[config.mk]
export PLATFORM = sky130hd
export DESIGN_NAME = pec_engine
export DESIGN_NICKNAME = d
export VERILOG_FILES = /design/src/rtl/pec_engine.v
export VERILOG_INCLUDE_DIRS = /design/src /design/src/rtl
export SDC_FILE = /design/constraint.sdc
export NUM_CORES = 1
export LEC_CHECK = 0
export BUFFER_PORTS_ARGS = -buffer_cell sky130_fd_sc_hd__buf_2
export CORE_MARGIN = 5
export CORE_UTILIZATION = 40
export CTS_BUF_LIST = sky130_fd_sc_hd__clkbuf_16
export DETAILED_ROUTE_END_ITERATION = 16
export GPL_ROUTABILITY_DRIVEN = 0
export HOLD_SLACK_MARGIN = 0.02
export SLEW_MARGIN = 0
export SYNTH_ARGS = -nofsm -noshare
export SYNTH_HDL_FRONTEND = slang
export SYNTH_SLANG_ARGS = --single-unit
[constraint.sdc]
create_clock -name sys_clk -period 4.8 [get_ports sys_clk]
set_input_delay 0.48 -clock sys_clk [delete_from_list [all_inputs] [get_ports sys_clk]]
set_output_delay 0.48 -clock sys_clk [all_outputs]
set_load 0.01 [all_outputs]
[src/rtl/pec_regs.vh]
// register map, field positions and timing constants of the printer engine control block
`ifndef PEC_REGS_VH
`define PEC_REGS_VH
// ************************************************************
// register offsets (byte addresses, word aligned)
// ************************************************************
`define PEC_ADDR_W         4
`define PEC_OFF_CTRL       4'h0
`define PEC_OFF_STATUS     4'h4
`define PEC_OFF_TEMP_STBY  4'h8
`define PEC_OFF_TEMP_RUN   4'hc
// ************************************************************
// control register fields
// ************************************************************
`define PEC_CTRL_MODE_LO   0
`define PEC_CTRL_MODE_HI   1
`define PEC_CTRL_PRINT     2
`define PEC_CTRL_FWARM     3
`define PEC_MODE_STANDBY   2'h0
`define PEC_MODE_PRINT     2'h1
`define PEC_MODE_SAVE      2'h2
// ************************************************************
// status register fields
// ************************************************************
`define PEC_ST_SIZE_LO     0
`define PEC_ST_SIZE_HI     3
`define PEC_ST_PAPER_LO    4
`define PEC_ST_PAPER_HI    7
`define PEC_ST_SCAN_ON     8
`define PEC_ST_SCAN_RDY    9
`define PEC_ST_SCAN_FLT    10
`define PEC_ST_LAMP        11
`define PEC_ST_FWARM       12
`define PEC_ST_FUSE_ABN    13
`define PEC_ST_MAIN        14
// ************************************************************
// paper size codes reported by the decoder
// ************************************************************
`define PEC_PAPER_NONE     4'h0
`define PEC_PAPER_EXEC     4'h1
`define PEC_PAPER_B5       4'h2
`define PEC_PAPER_A5       4'h3
`define PEC_PAPER_LGL14    4'h4
`define PEC_PAPER_LETTER   4'h5
`define PEC_PAPER_A4       4'h6
`define PEC_PAPER_LGL13    4'h7
`define PEC_PAPER_BAD      4'hf
// ************************************************************
// temperatures in degrees c, 10-bit
// ************************************************************
`define PEC_TEMP_W         10
`define PEC_TEMP_STBY_RST  10'h0b4
`define PEC_TEMP_RUN_RST   10'h0b9
`define PEC_TEMP_HIGH      10'h0fa
`define PEC_TEMP_LOW       10'h082
// ************************************************************
// timing
// ************************************************************
`define PEC_CLK_HZ         125000000
`define PEC_SAMPLE_MS      100
`define PEC_STOP_S         10
`define PEC_SCAN_HZ_MILLI  2049449
`define PEC_READY_PCT      98
`define PEC_FAIL_PCT       90
`define PEC_GOOD_RUN       2'h3
`endif

[src/rtl/pec_engine.v]
// printer engine control: cassette size, scanner motor, scan warm-up and fuser lamp
`timescale 1ns/10ps
`include "pec_regs.vh"

module pec_engine
#(
  parameter CLK_HZ      = `PEC_CLK_HZ,
  parameter SAMPLE_MS   = `PEC_SAMPLE_MS,
  parameter STOP_S      = `PEC_STOP_S,
  parameter SAMPLE_CYC  = CLK_HZ / 1000 * SAMPLE_MS,
  parameter STOP_CYC    = CLK_HZ * STOP_S,
  parameter SCAN_HZ_MIL = `PEC_SCAN_HZ_MILLI
)
(
  input  wire        sys_clk,
  input  wire        resetn,
  input  wire [3:0]  avs_address,
  input  wire        avs_read,
  input  wire        avs_write,
  input  wire [31:0] avs_writedata,
  input  wire [3:0]  avs_byteenable,
  output reg  [31:0] avs_readdata,
  output reg         avs_waitrequest,
  input  wire        size_switch_first,
  input  wire        size_switch_second,
  input  wire        size_switch_third,
  input  wire        size_switch_fourth,
  input  wire        start_of_scan_pulse,
  input  wire [9:0]  roll_temp,
  input  wire        main_motor_request,
  output reg         scanner_motor_on,
  output reg         scanner_clk,
  output reg         scanner_speed_fault,
  output reg         fuser_lamp_on,
  output reg         main_motor_on,
  output reg         fuser_abnormal
);

  // ************************************************************
  // derived constants
  // ************************************************************
  // half period of the speed reference, in clocks (rounded down)
  localparam [63:0] HALF_W     = (CLK_HZ / 2) * 64'd1000 / SCAN_HZ_MIL;
  localparam [31:0] HALF_CYC   = HALF_W[31:0];
  localparam [31:0] NOM_CYC    = HALF_CYC * 2;
  // slower motor means longer interval: ref = nominal * 100 / pct
  localparam [31:0] READY_CYC  = NOM_CYC * 100 / `PEC_READY_PCT;
  localparam [31:0] FAIL_CYC   = NOM_CYC * 100 / `PEC_FAIL_PCT;
  localparam [31:0] SAMPLE_C32 = SAMPLE_CYC;
  localparam [31:0] STOP_C32   = STOP_CYC;

  // scan states, one-hot
  localparam [3:0] SC_OFF  = 4'h1;
  localparam [3:0] SC_WARM = 4'h2;
  localparam [3:0] SC_RUN  = 4'h4;
  localparam [3:0] SC_TAIL = 4'h8;

  // ************************************************************
  // size decode function
  // ************************************************************
  function [3:0] size_to_paper;
    input [3:0] code;
    begin
      case (code)
        4'h0:    size_to_paper = `PEC_PAPER_NONE;
        4'h1:    size_to_paper = `PEC_PAPER_EXEC;
        4'h3:    size_to_paper = `PEC_PAPER_B5;
        4'h5:    size_to_paper = `PEC_PAPER_A5;
        4'h7:    size_to_paper = `PEC_PAPER_LGL14;
        4'h9:    size_to_paper = `PEC_PAPER_LETTER;
        4'hd:    size_to_paper = `PEC_PAPER_A4;
        4'hf:    size_to_paper = `PEC_PAPER_LGL13;
        default: size_to_paper = `PEC_PAPER_BAD;
      endcase
    end
  endfunction

  // ************************************************************
  // registers
  // ************************************************************
  reg  [1:0]  mode_reg;
  reg         print_reg;
  reg         fwarm_req_reg;
  reg  [9:0]  temp_stby_reg;
  reg  [9:0]  temp_run_reg;
  reg  [3:0]  size_reg;
  reg  [3:0]  scan_state_reg;
  reg  [31:0] tail_cnt_reg;
  reg  [31:0] samp_cnt_reg;
  reg  [31:0] intv_cnt_reg;
  reg  [31:0] last_intv_reg;
  reg         intv_valid_reg;
  reg  [1:0]  good_cnt_reg;
  reg         sos_d_reg;
  reg  [31:0] half_cnt_reg;
  reg         fwarm_reg;
  reg         scan_ready_reg;
  wire        sos_rise;
  wire [9:0]  target;
  wire [31:0] status_word;
  wire        bus_hit;
  wire        wr_take;

  assign sos_rise = start_of_scan_pulse & ~sos_d_reg;

  // ************************************************************
  // avalon slave: one wait cycle, then answer
  // ************************************************************
  // waitrequest drops for one cycle after a request is seen
  assign bus_hit = (avs_read | avs_write) & avs_waitrequest;
  // writes land only at the completing edge, so a master that gives up early changes nothing
  assign wr_take = avs_write & ~avs_waitrequest;
  assign status_word = {17'h0, main_motor_on, fuser_abnormal, fwarm_reg, fuser_lamp_on,
                        scanner_speed_fault, scan_ready_reg, scanner_motor_on,
                        size_to_paper(size_reg), size_reg};

  always @(posedge sys_clk)
  begin
    if (!resetn)
    begin
      avs_waitrequest <= 1'b1;
      avs_readdata    <= 32'h0;
      mode_reg        <= `PEC_MODE_STANDBY;
      print_reg       <= 1'b0;
      fwarm_req_reg   <= 1'b0;
      temp_stby_reg   <= `PEC_TEMP_STBY_RST;
      temp_run_reg    <= `PEC_TEMP_RUN_RST;
    end
    else
    begin
      avs_waitrequest <= ~bus_hit;
      // warm-up request is a self-clearing start strobe
      fwarm_req_reg   <= 1'b0;
      if (bus_hit && avs_read)
      begin
        case (avs_address)
          `PEC_OFF_CTRL:      avs_readdata <= {28'h0, fwarm_reg, print_reg, mode_reg};
          `PEC_OFF_STATUS:    avs_readdata <= status_word;
          `PEC_OFF_TEMP_STBY: avs_readdata <= {22'h0, temp_stby_reg};
          `PEC_OFF_TEMP_RUN:  avs_readdata <= {22'h0, temp_run_reg};
          default:            avs_readdata <= 32'h0;   // unmapped reads zero
        endcase
      end
      if (wr_take && avs_byteenable[0])
      begin
        case (avs_address)
          `PEC_OFF_CTRL:
          begin
            mode_reg      <= avs_writedata[`PEC_CTRL_MODE_HI:`PEC_CTRL_MODE_LO];
            print_reg     <= avs_writedata[`PEC_CTRL_PRINT];
            fwarm_req_reg <= avs_writedata[`PEC_CTRL_FWARM];
          end
          `PEC_OFF_TEMP_STBY: temp_stby_reg[7:0] <= avs_writedata[7:0];
          `PEC_OFF_TEMP_RUN:  temp_run_reg[7:0]  <= avs_writedata[7:0];
          default: ;
        endcase
      end
      if (wr_take && avs_byteenable[1])
      begin
        case (avs_address)
          `PEC_OFF_TEMP_STBY: temp_stby_reg[9:8] <= avs_writedata[9:8];
          `PEC_OFF_TEMP_RUN:  temp_run_reg[9:8]  <= avs_writedata[9:8];
          default: ;
        endcase
      end
    end
  end

  // ************************************************************
  // cassette size switches
  // ************************************************************
  // switch one lands in the msb so the code reads as printed
  always @(posedge sys_clk)
  begin
    if (!resetn)
      size_reg <= 4'h0;
    else
      size_reg <= {size_switch_first, size_switch_second,
                   size_switch_third, size_switch_fourth};
  end

  // ************************************************************
  // scanner speed reference clock
  // ************************************************************
  // divider held cleared while the motor is off; drift of the rounding is below one clock per half period
  always @(posedge sys_clk)
  begin
    if (!resetn)
    begin
      half_cnt_reg <= 32'h0;
      scanner_clk  <= 1'b0;
    end
    else if (!scanner_motor_on)
    begin
      half_cnt_reg <= 32'h0;
      scanner_clk  <= 1'b0;
    end
    else if (half_cnt_reg == HALF_CYC - 32'h1)
    begin
      half_cnt_reg <= 32'h0;
      scanner_clk  <= ~scanner_clk;
    end
    else
      half_cnt_reg <= half_cnt_reg + 32'h1;
  end

  // ************************************************************
  // scanner motor state machine and warm-up sampling
  // ************************************************************
  always @(posedge sys_clk)
  begin
    if (!resetn)
    begin
      scan_state_reg      <= SC_OFF;
      scanner_motor_on    <= 1'b0;
      scanner_speed_fault <= 1'b0;
      scan_ready_reg      <= 1'b0;
      tail_cnt_reg        <= 32'h0;
      samp_cnt_reg        <= 32'h0;
      intv_cnt_reg        <= 32'h0;
      last_intv_reg       <= 32'h0;
      intv_valid_reg      <= 1'b0;
      good_cnt_reg        <= 2'h0;
      sos_d_reg           <= 1'b0;
    end
    else
    begin
      sos_d_reg <= start_of_scan_pulse;
      // interval between pulses, saturating at the fail limit
      if (sos_rise)
      begin
        last_intv_reg  <= intv_cnt_reg;
        intv_valid_reg <= 1'b1;
        // the edge cycle itself is the first clock of the next interval
        intv_cnt_reg   <= 32'h1;
      end
      else if (intv_cnt_reg != FAIL_CYC)
        intv_cnt_reg <= intv_cnt_reg + 32'h1;
      if (mode_reg != `PEC_MODE_PRINT)
      begin
        // leaving print mode drops the motor at once
        scan_state_reg   <= SC_OFF;
        scanner_motor_on <= 1'b0;
        scan_ready_reg   <= 1'b0;
      end
      else
      begin
        case (scan_state_reg)
          SC_OFF:
          begin
            if (print_reg && !scanner_speed_fault)
            begin
              scan_state_reg   <= SC_WARM;
              scanner_motor_on <= 1'b1;
              samp_cnt_reg     <= 32'h0;
              intv_valid_reg   <= 1'b0;
              good_cnt_reg     <= 2'h0;
            end
          end
          SC_WARM:
          begin
            if (samp_cnt_reg == SAMPLE_C32 - 32'h1)
            begin
              samp_cnt_reg   <= 32'h0;
              // a pulse in the sampling cycle still counts for the next period
              intv_valid_reg <= sos_rise;
              if (!intv_valid_reg || last_intv_reg >= FAIL_CYC || intv_cnt_reg >= FAIL_CYC)
              begin
                // no pulse in the period counts as below fail speed
                scanner_speed_fault <= 1'b1;
                scanner_motor_on    <= 1'b0;
                scan_state_reg      <= SC_OFF;
              end
              else if (last_intv_reg < READY_CYC)
              begin
                if (good_cnt_reg == `PEC_GOOD_RUN - 2'h1)
                begin
                  scan_state_reg <= SC_RUN;
                  scan_ready_reg <= 1'b1;
                end
                good_cnt_reg <= good_cnt_reg + 2'h1;
              end
              else
                good_cnt_reg <= 2'h0;
            end
            else
              samp_cnt_reg <= samp_cnt_reg + 32'h1;
          end
          SC_RUN:
          begin
            if (!print_reg)
            begin
              scan_state_reg <= SC_TAIL;
              tail_cnt_reg   <= 32'h0;
            end
          end
          SC_TAIL:
          begin
            if (print_reg)
              scan_state_reg <= SC_RUN;
            else if (tail_cnt_reg == STOP_C32 - 32'h1)
            begin
              scan_state_reg   <= SC_OFF;
              scanner_motor_on <= 1'b0;
              scan_ready_reg   <= 1'b0;
            end
            else
              tail_cnt_reg <= tail_cnt_reg + 32'h1;
          end
          default:
          begin
            scan_state_reg   <= SC_OFF;
            scanner_motor_on <= 1'b0;
          end
        endcase
      end
    end
  end

  // ************************************************************
  // fuser control
  // ************************************************************
  // target is standby during warm-up or with the main motor at rest
  assign target = (fwarm_reg || !main_motor_on) ? temp_stby_reg : temp_run_reg;

  always @(posedge sys_clk)
  begin
    if (!resetn)
    begin
      fwarm_reg      <= 1'b0;
      fuser_lamp_on  <= 1'b0;
      fuser_abnormal <= 1'b0;
      main_motor_on  <= 1'b0;
    end
    else
    begin
      if (roll_temp >= `PEC_TEMP_HIGH || roll_temp <= `PEC_TEMP_LOW)
        fuser_abnormal <= 1'b1;
      main_motor_on <= fwarm_reg | main_motor_request;
      if (fwarm_req_reg && !fwarm_reg)
        fwarm_reg <= 1'b1;
      else if (fwarm_reg && roll_temp >= temp_stby_reg)
        fwarm_reg <= 1'b0;
      // sticky abnormal flag overrides all lamp demand
      if (fuser_abnormal)
        fuser_lamp_on <= 1'b0;
      else if (fwarm_req_reg && !fwarm_reg)
        fuser_lamp_on <= 1'b1;
      else
        fuser_lamp_on <= (roll_temp < target);
    end
  end

endmodule // pec_engine

==> results of run 1 <==
==> metrics by stage <==
stage	instances	hold WS [ns]	power, mW
3_5_place_dp	1640	0.456	2.05
4_1_cts	1684	0.151	3.88
6_report	1684	0.169	3.83
2_1_floorplan	1309	0.437	2.00
3_3_place_gp	1640	0.434	2.04
5_1_grt	1684	0.173	3.99
==> layout by cell type, fill, tap and decap left out, types with 23 or more instances in the layout <==
master | netlist | final
xor2_1 | 51 | 51
a21oi_1 | 31 | 31
a21boi_0 | 39 | 39
o21ai_0 | 30 | 30
nand4_1 | 43 | 43
ha_1 | 28 | 28
xnor2_1 | 55 | 55
mux2i_1 | 24 | 24
and3_1 | 30 | 30
nand2_1 | 165 | 165
dfxtp_1 | 222 | 222
clkbuf_16 | 0 | 25
nand3_1 | 61 | 61
buf_2 | 1 | 57
nor4_1 | 27 | 27
nor2_1 | 145 | 145
nor3_1 | 23 | 23
inv_1 | 39 | 43
==> worst max path at each step <==
stage | slack, ns | endpoint | cells past startpoint | start
6_report | 2.13 | scanner_motor_on | 6 | samp_cnt_reg[26]
5_1_grt | 1.82 | half_cnt_reg[5] | 7 | half_cnt_reg[0]
4_1_cts | 2.04 | half_cnt_reg[12] | 7 | half_cnt_reg[0]
3_5_place_dp | 2.06 | half_cnt_reg[12] | 7 | half_cnt_reg[0]
3_3_place_gp | 2.13 | samp_cnt_reg[27] | 7 | scan_state_reg[3]
2_1_floorplan | 2.51 | scanner_motor_on | 6 | tail_cnt_reg[15]
==> cells by family (layout without fill, tap and decap cells) <==
group,count (synthesis),count (layout)
simple gates,614,614
flops,222,222
compound gates,180,180
buf+inv,117,151
xor+xnor,106,106
fa+ha+maj,28,28
mux,25,25
other cells,1,17
==> area by class of cell <==
cell class	count	area [um2]
Clock buffer	25	626
Sequential cell	222	4440
Clock inverter	19	153
Timing Repair Buffer	68	368
Multi-Input combinational cell	970	5950
Fill cell	2714	14700
Tap cell	341	427
Inverter	39	146
==> critical path, delay by kind of cell (launching register included) <==
family / cells / cell delay [ns]
AOI/OAI and AO/OA: 2 / 0.46
DFF: 1 / 0.34
and+or+nand+nor: 4 / 1.79
==> where the power goes <==
group / switching, mW / internal [mW] / total, mW
clock network: 0.734 / 1.10 / 1.83
registers: 0.00816 / 1.85 / 1.86
logic: 0.0940 / 0.0485 / 0.143
==> metal layers <==
layer | track usage | vias up | wire (um)
met5 | 0 | - | 0
met4 | 0.0353 | 0 | 454
met3 | 0.0283 | 43 | 1080
met2 | 0.247 | 147 | 11000
met1 | 0.223 | 4219 | 12100
li1 | - | 4569 | -
==> run metrics, run 1 <==
status completed; Setup Skew 0.00895 ns; root cell of the clock tree clkbuf_16; Clk Latency, worst-skew pair 0.51 ns; hold_buf cts 0; layout cells sized above 1 0.0819; Slew HR 0.186; DRT Wirelength 24.6 mm; largest net degree at the start of global routing 40; Hold Crit Endpoint main_motor_on; clk slew on worst S/H paths 0.06 ns; Finished Core Util 0.452; mux contribution to synthesized area 0.0233; Port-buffer cells 57; final hold vios 0; synthesized area per cell 8.37 um2; Worst Hold Class input port to register; CTS H-Tree Depth 1; Synth Warn # 0; routed via count 8978; final period utilization 0.557; Worst setup EP type register; WP data required 5.23 ns; Synth Area in Compound Gates 0.113; r2r startpoint samp_cnt_reg[26]; R2R Path End scanner_motor_on; Syn Std Cell Area 0.0108 mm2; crit-path max FO 5; Worst Path Arrival 3.10 ns; top cells by count, synth dfxtp_1, nand2_1, nor2_1, nand3_1, clkbuf_1; # Post-CTS Setup Buffers 0; top-area cell type share of the netlist area 0.411; r2r setup slk 2.13 ns; dpl ws 2.06 ns; clk buf depth 3; static leakage 4.28 nW; critical path class register to register; Cell Pwr Density 317 mW/mm2; Least-Margin Pin Slew 1.22 ns; hold path startpoint main_motor_request; largest family of logic cells by synthesized area simple AND/OR/NAND/NOR gates; top_reg_cell synth dfxtp_1; Layout area overhead 12.0%; first-pass GRT wire length 41.3 mm; post-route setup TNS 0 ns; top-count cell post-synth dfxtp_1; Inserted Clock Buffers 25; Crit-path slowest cell nor4_1; startpoint types register; CTS tree done; hold path cells 2; most used cell, CP nor4_1; post-cts resize count 0; die outline area 0.0304 mm2; Placed Area 0.0113 mm2; Post-synth EDFFs 0; XOR/XNOR Fraction of Synth Area 0.0858; nets 1414; register area share after synthesis 0.411; Design Area, Final 0.0121 mm2; crit-path cells nor4_1 > nand4_1 > nor4_1 > o21ai_0 > or3b_1 > a211oi_1; core area 0.0268 mm2; hpwl dp 17.3 mm; iteration-0 DRC count of the detailed router 523; RSZ-0062 raised after global routing no; Clock Sinks 222; antenna violations before repair 0; Global Route Usage Sum 0.156; vias in the first global route 8272; post-route worst setup slack 2.13 ns; TritonRoute pass-1 iters 7; simple-gate share of the synthesized area 0.288; starting density of the core 0.404; #FFs+latches synth 222; boundary pin count 99; Worst path max stage delay 0.81 ns; MaxCap Viol Count 0; drt wl/cell 14.6 um; grt total ovfl 0; Netlist cell types 61; DRC 0; Die X 174 um; crit path time final 2.67 ns; die height 174 um; Synth Instances 1293; top cells by area, synth dfxtp_1, nand2_1, nor2_1, xnor2_1, xor2_1; reg2reg path depth 6; Peak VDD IR 0.000207 V; Synth area leader dfxtp_1; highest clock rate 374 MHz; max-slew violation count 0; drt via density 5.33; final setup fails 0; FFs w/ async S/R, synth 0; Antenna diodes 0; Detail Route Antenna Nets 0; Post-Synth Adder-Cell Area 0.0324; cell row count 60
(Power assumes the default switching activity.)
==> inputs of run 2 (changes only) <==
clock period = 2.5 ns   (was 4.8 ns; I/O delays follow)
==> run metrics, run 2 (synthesized netlist as in run 1, its figures left out) <==
status completed; DRC 0 (unchanged); Seq pwr share 0.471 (-0.015); R2R Path End good_cnt_reg[1]; final cell count without fillers 1748 (+3.8%); first-pass GRT wire length 41.4 mm (+0.30%); static leakage 4.62 nW (+7.9%); antenna violations before repair 0 (unchanged); Die X 174 um (unchanged); post-route setup TNS 0 ns (unchanged); die outline area 0.0304 mm2 (unchanged); max-slew violation count 0 (unchanged); startpoint types register; Worst setup EP type register; cell-internal power 5.93 mW (+98%); routed via count 9114 (+1.5%); critical path class register to register; r2r startpoint intv_cnt_reg[12]; crit-path max FO 3 (-2); Layout area overhead 17.7%; layout cells sized above 1 0.117 (+0.0354); Design Area, Final 0.0127 mm2 (+5.1%); drt via density 5.21 (-2.2%); Slew HR 0.557 (+0.371); Port-buffer cells 57 (unchanged); commonest non-fill, non-tap cell in the layout dfxtp_1; Least-Margin Pin Slew 0.661 ns (-0.555 ns); hpwl dp 17.9 mm (+3.5%); boundary pin count 99 (unchanged); vias in the first global route 8390 (+1.4%); total power 7.60 mW (+98%); clk slew on worst S/H paths 0.06 ns (about the same); highest clock rate 417 MHz (+11%); Global Route Usage Sum 0.157 (+0.000609); commonest non-fill, non-tap cells in the layout dfxtp_1, nand2_1, nor2_1, nand3_1, buf_2; root cell of the clock tree clkbuf_16; CTS tree done; drt wl/cell 14.3 um (-2.2%); Worst Hold Class input port to register; MaxCap Viol Count 0 (unchanged); nets 1475 (+4.3%); Worst Path Arrival 2.80 ns (-0.30 ns); Setup crit end good_cnt_reg[1]; clk buf depth 3 (unchanged); placed insts 1682 (+2.6%); final hold vios 0 (unchanged); core area 0.0268 mm2 (unchanged); largest net degree at the start of global routing 35 (-13%); crit path time final 2.40 ns (-0.273 ns); die height 174 um (unchanged); Net Switching 1.67 mW (+99%); Setup Skew 0.00749 ns (-0.00146 ns); reg2reg path depth 6 (unchanged); hold path cells 2 (unchanged); Antenna diodes 0 (unchanged); r2r setup slk 0.1 ns (-2.03 ns); Finished Core Util 0.475 (+0.0230); Cell Pwr Density 597 mW/mm2 (+89%); starting density of the core 0.404 (unchanged); final period utilization 0.960 (+0.403); CTS H-Tree Depth 1 (unchanged); Placed Area 0.0117 mm2 (+3.0%); Setup crit start intv_cnt_reg[12]; final setup fails 0 (unchanged); switching share of power 0.219 (+0.00138); Inserted Clock Buffers 26 (+4.0%); Clock Sinks 222 (unchanged); fillers 2597 (-4.3%); clock power share 0.489 (+0.012); TritonRoute pass-1 iters 6 (-1); Clk Latency, worst-skew pair 0.52 ns (about the same); DRT Wirelength 25.0 mm (+1.5%); Detail Route Antenna Nets 0 (unchanged); cell row count 60 (unchanged); Comb power frac 0.040 (+0.003); WP data required 2.90 ns (-2.33 ns); iteration-0 DRC count of the detailed router 421 (-20%); Peak VDD IR 0.000450 V (+120%); grt total ovfl 0 (unchanged)
==> run 2: changes by cell type in the layout (fill, tap and decap cells not counted), sizes merged <==
cell,previous run,this run
clkbuf,25,27
buf,68,112
dlygate4sd3,0,16
clkinvlp,0,1
clkinv,12,13
==> run 2: metrics by stage <==
step	hold slack [ns]	setup slack [ns]
6_report	0.0504	0.0995
3_5_place_dp	0.437	-0.0696
5_1_grt	0.0347	-0.00823
3_3_place_gp	0.430	-0.120
4_1_cts	0.0241	0.0903
2_1_floorplan	0.360	0.213
==> run 2: worst min-delay path by stage <==
stage / endpoint / start / slack, ns
global placement: avs_waitrequest / avs_waitrequest / 0.43
floorplan: main_motor_on / main_motor_request / 0.36
global route: size_reg[3] / size_switch_first / 0.03
detailed placement: avs_waitrequest / avs_waitrequest / 0.44
CTS: size_reg[3] / size_switch_first / 0.02
finish: size_reg[3] / size_switch_first / 0.05
==> run 2: timing repair <==
action	4_1_cts	5_1_grt
endpoints found under the setup margin	8	6
gates cloned	0	0
hold buffers	16	0
pin swaps	0	1
gates resized for setup	1	5
buffers inserted	0	2
hold endpoints to repair	24	0
==> run 2: worst max-delay path, cell delays in order, from the launching register on <==
cell and delay, ns:
dfxtp_1 0.31, o41ai_1 0.47, o211ai_1 0.25, or3b_1 0.48, or4_1 0.48, a21oi_1 0.20, o22ai_1 0.10
==> run 2: power groups by stage <==
stage / logic (mW) / clock network, mW / registers [mW]
6_report: 0.306 / 3.72 / 3.58
3_3_place_gp: 0.283 / 0 / 3.65
2_1_floorplan: 0.191 / 0 / 3.65
5_1_grt: 0.340 / 3.99 / 3.58
3_5_place_dp: 0.286 / 0 / 3.65
4_1_cts: 0.308 / 3.83 / 3.58
==> run 2: area by class of cell <==
type                            instances  area (um2)  share of cell area
Clock buffer                           27         676              0.0531
Clock inverter                         21         170              0.0134
Inverter                               39         146              0.0115
Multi-Input combinational cell        970        5980               0.470
Sequential cell                       222        4440               0.349
Tap cell                              341         427              0.0335
Timing Repair Buffer                  128         883              0.0694
==> run 2: per-layer routing <==
metal	GRT usage	share of wire	vias up
li1	-	-	4701
met1	0.219	0.49	4239
met2	0.253	0.45	135
met3	0.0283	0.041	39
met4	0.0363	0.019	0
met5	0	0	-
==> inputs of run 3 (changes only) <==
CORE_ASPECT_RATIO = 1.75   (was not set)
==> run metrics, run 3 (synthesized netlist as in run 1, its figures left out) <==
footprint of the multi-input gates 0.00599 mm2 (+0.10%); Die X 134 um (-23%); dpl ws -0.108 ns (-0.0388 ns); starting density of the core 0.405 (+0.00170); Setup crit start tail_cnt_reg[15]; CTS tree done; Layout area overhead 17.2%; Least-Margin Pin Slew 0.655 ns (-0.00523 ns); Hold WS 0.0555 ns (+0.00513 ns); DRT Wirelength 26.9 mm (+7.8%); Setup Skew 0.0253 ns (+0.0178 ns); Worst setup EP type register; max-slew violation count 0 (unchanged); layout cells sized above 1 0.120 (+0.00321); fillers 2616 (+0.73%); Peak VDD IR 0.000445 V (-0.98%); Worst Hold Class input port to register; cell-internal power 5.59 mW (-5.7%); drt via density 5.30 (+1.6%); Crit-path slowest cell or4b_1; cell row count 79 (+32%); boundary pin count 99 (unchanged); DRC 0 (unchanged); antenna violations before repair 0 (unchanged); RSZ-0062 raised after global routing no; final hold vios 0 (unchanged); Antenna diodes 0 (unchanged); r2r setup slk 0.11 ns (about the same); core area 0.0267 mm2 (-0.42%); highest clock rate 419 MHz (+0.57%); R2R Path End scanner_motor_on; crit-path max FO 3 (unchanged); vias in the first global route 9076 (+8.2%); clk buf depth 3 (unchanged); crit path time final 2.39 ns (-0.0136 ns); grt total ovfl 0 (unchanged); total power 7.23 mW (-4.8%); TritonRoute pass-1 iters 5 (-1); status completed; post-route setup TNS 0 ns (unchanged); post-route worst setup slack 0.113 ns (+0.0136 ns); Comb power frac 0.043 (+0.003); die outline area 0.0306 mm2 (+0.42%); reg2reg path depth 6 (unchanged); final setup fails 0 (unchanged); nets 1483 (+0.54%); critical path class register to register; iteration-0 DRC count of the detailed router 406 (-3.6%); commonest non-fill, non-tap cells in the layout dfxtp_1, nand2_1, nor2_1, buf_4, nand3_1; crit-path cells or4b_1 > or3_1 > or3_4 > o21ai_1 > or3b_1 > a211oi_1; WP data required 2.95 ns (+0.05 ns); routed via count 9190 (+0.83%); switching share of power 0.227 (+0.00741); final period utilization 0.955 (-0.00546); Detail Route Antenna Nets 0 (unchanged); register area 0.00445 mm2 (about the same); r2r startpoint tail_cnt_reg[15]; hpwl dp 20.1 mm (+12%); CTS H-Tree Depth 1 (unchanged); Setup crit end scanner_motor_on; first-pass GRT wire length 44.2 mm (+6.6%); root cell of the clock tree clkbuf_16; Cell Pwr Density 570 mW/mm2 (-4.4%); Finished Core Util 0.475 (about the same); Global Route Usage Sum 0.175 (+0.0180); clock power share 0.463 (-0.026); drt wl/cell 15.5 um (+8.6%); clk slew on worst S/H paths 0.06 ns (about the same); largest net degree at the start of global routing 60 (+71%); startpoint types register; commonest non-fill, non-tap cell in the layout dfxtp_1; die height 228 um (+30%); Clock Sinks 222 (unchanged); static leakage 4.64 nW (+0.36%); Worst path max stage delay 0.52 ns (+0.04 ns); Worst Path Arrival 2.84 ns (+0.04 ns); MaxCap Viol Count 0 (unchanged); Slew HR 0.561 (+0.00351); Port-buffer cells 57 (unchanged); Seq pwr share 0.494 (+0.023); Net Switching 1.64 mW (-1.6%); Inserted Clock Buffers 22 (-15%); Clk Latency, worst-skew pair 0.54 ns (+0.02 ns)
## run 3: worst max-delay path: cells and delay by family, from the launching register on
family / cells / cell delay (ns)
AO/OA/AOI/OAI: 2 / 0.33
flip-flops: 1 / 0.31
AND/OR/NAND/NOR: 4 / 1.67
## run 3: per-layer routing
layer / vias to the layer above / share of wire / routed length, um / track usage
li1: 4704 / - / - / -
met2: 126 / 0.54 / 14500 / 0.344
met4: 0 / 0.038 / 1030 / 0.0789
met5: - / 0 / 0 / 0
met3: 49 / 0.031 / 843 / 0.0234
met1: 4311 / 0.39 / 10500 / 0.182
## run 3: power groups by stage
stage	Sequential [mW]	Combinational, mW	Clock (mW)
6_report	3.57	0.311	3.35
5_1_grt	3.57	0.345	3.57
4_1_cts	3.57	0.312	3.45
3_5_place_dp	3.65	0.288	0
3_3_place_gp	3.65	0.284	0
2_1_floorplan	3.65	0.191	0
## run 3: cell type report
cell class                      instances  area share
Clock buffer                           22      0.0434
Timing Repair Buffer                  140      0.0772
Tap cell                              324      0.0320
Sequential cell                       222       0.351
Inverter                               39      0.0115
Multi-Input combinational cell        970       0.472
Clock inverter                         18      0.0128
## run 3: repair_timing
action                     CTS  global route
pin swaps                    0             1
resized for setup            1             7
buffers inserted             0             0
setup endpoints to repair    8             6
hold buffers                18             0
hold endpoints to repair    31             0
## run 3: how the worst min path moves through the flow
stage                       start                to  cells after the start
5_1_grt              roll_temp[8]    fuser_abnormal                      3
3_5_place_dp     last_intv_reg[2]  last_intv_reg[2]                      2
2_1_floorplan  main_motor_request     main_motor_on                      1
4_1_cts              roll_temp[8]    fuser_abnormal                      3
3_3_place_gp      good_cnt_reg[1]   good_cnt_reg[1]                      2
6_report             roll_temp[8]    fuser_abnormal                      3
## run 3: per-stage QoR
step / instances / cell area [um2]
finish: 1735 / 12700
CTS: 1735 / 12600
detailed placement: 1677 / 11700
global placement: 1677 / 11700
global route: 1735 / 12700
floorplan: 1309 / 10900
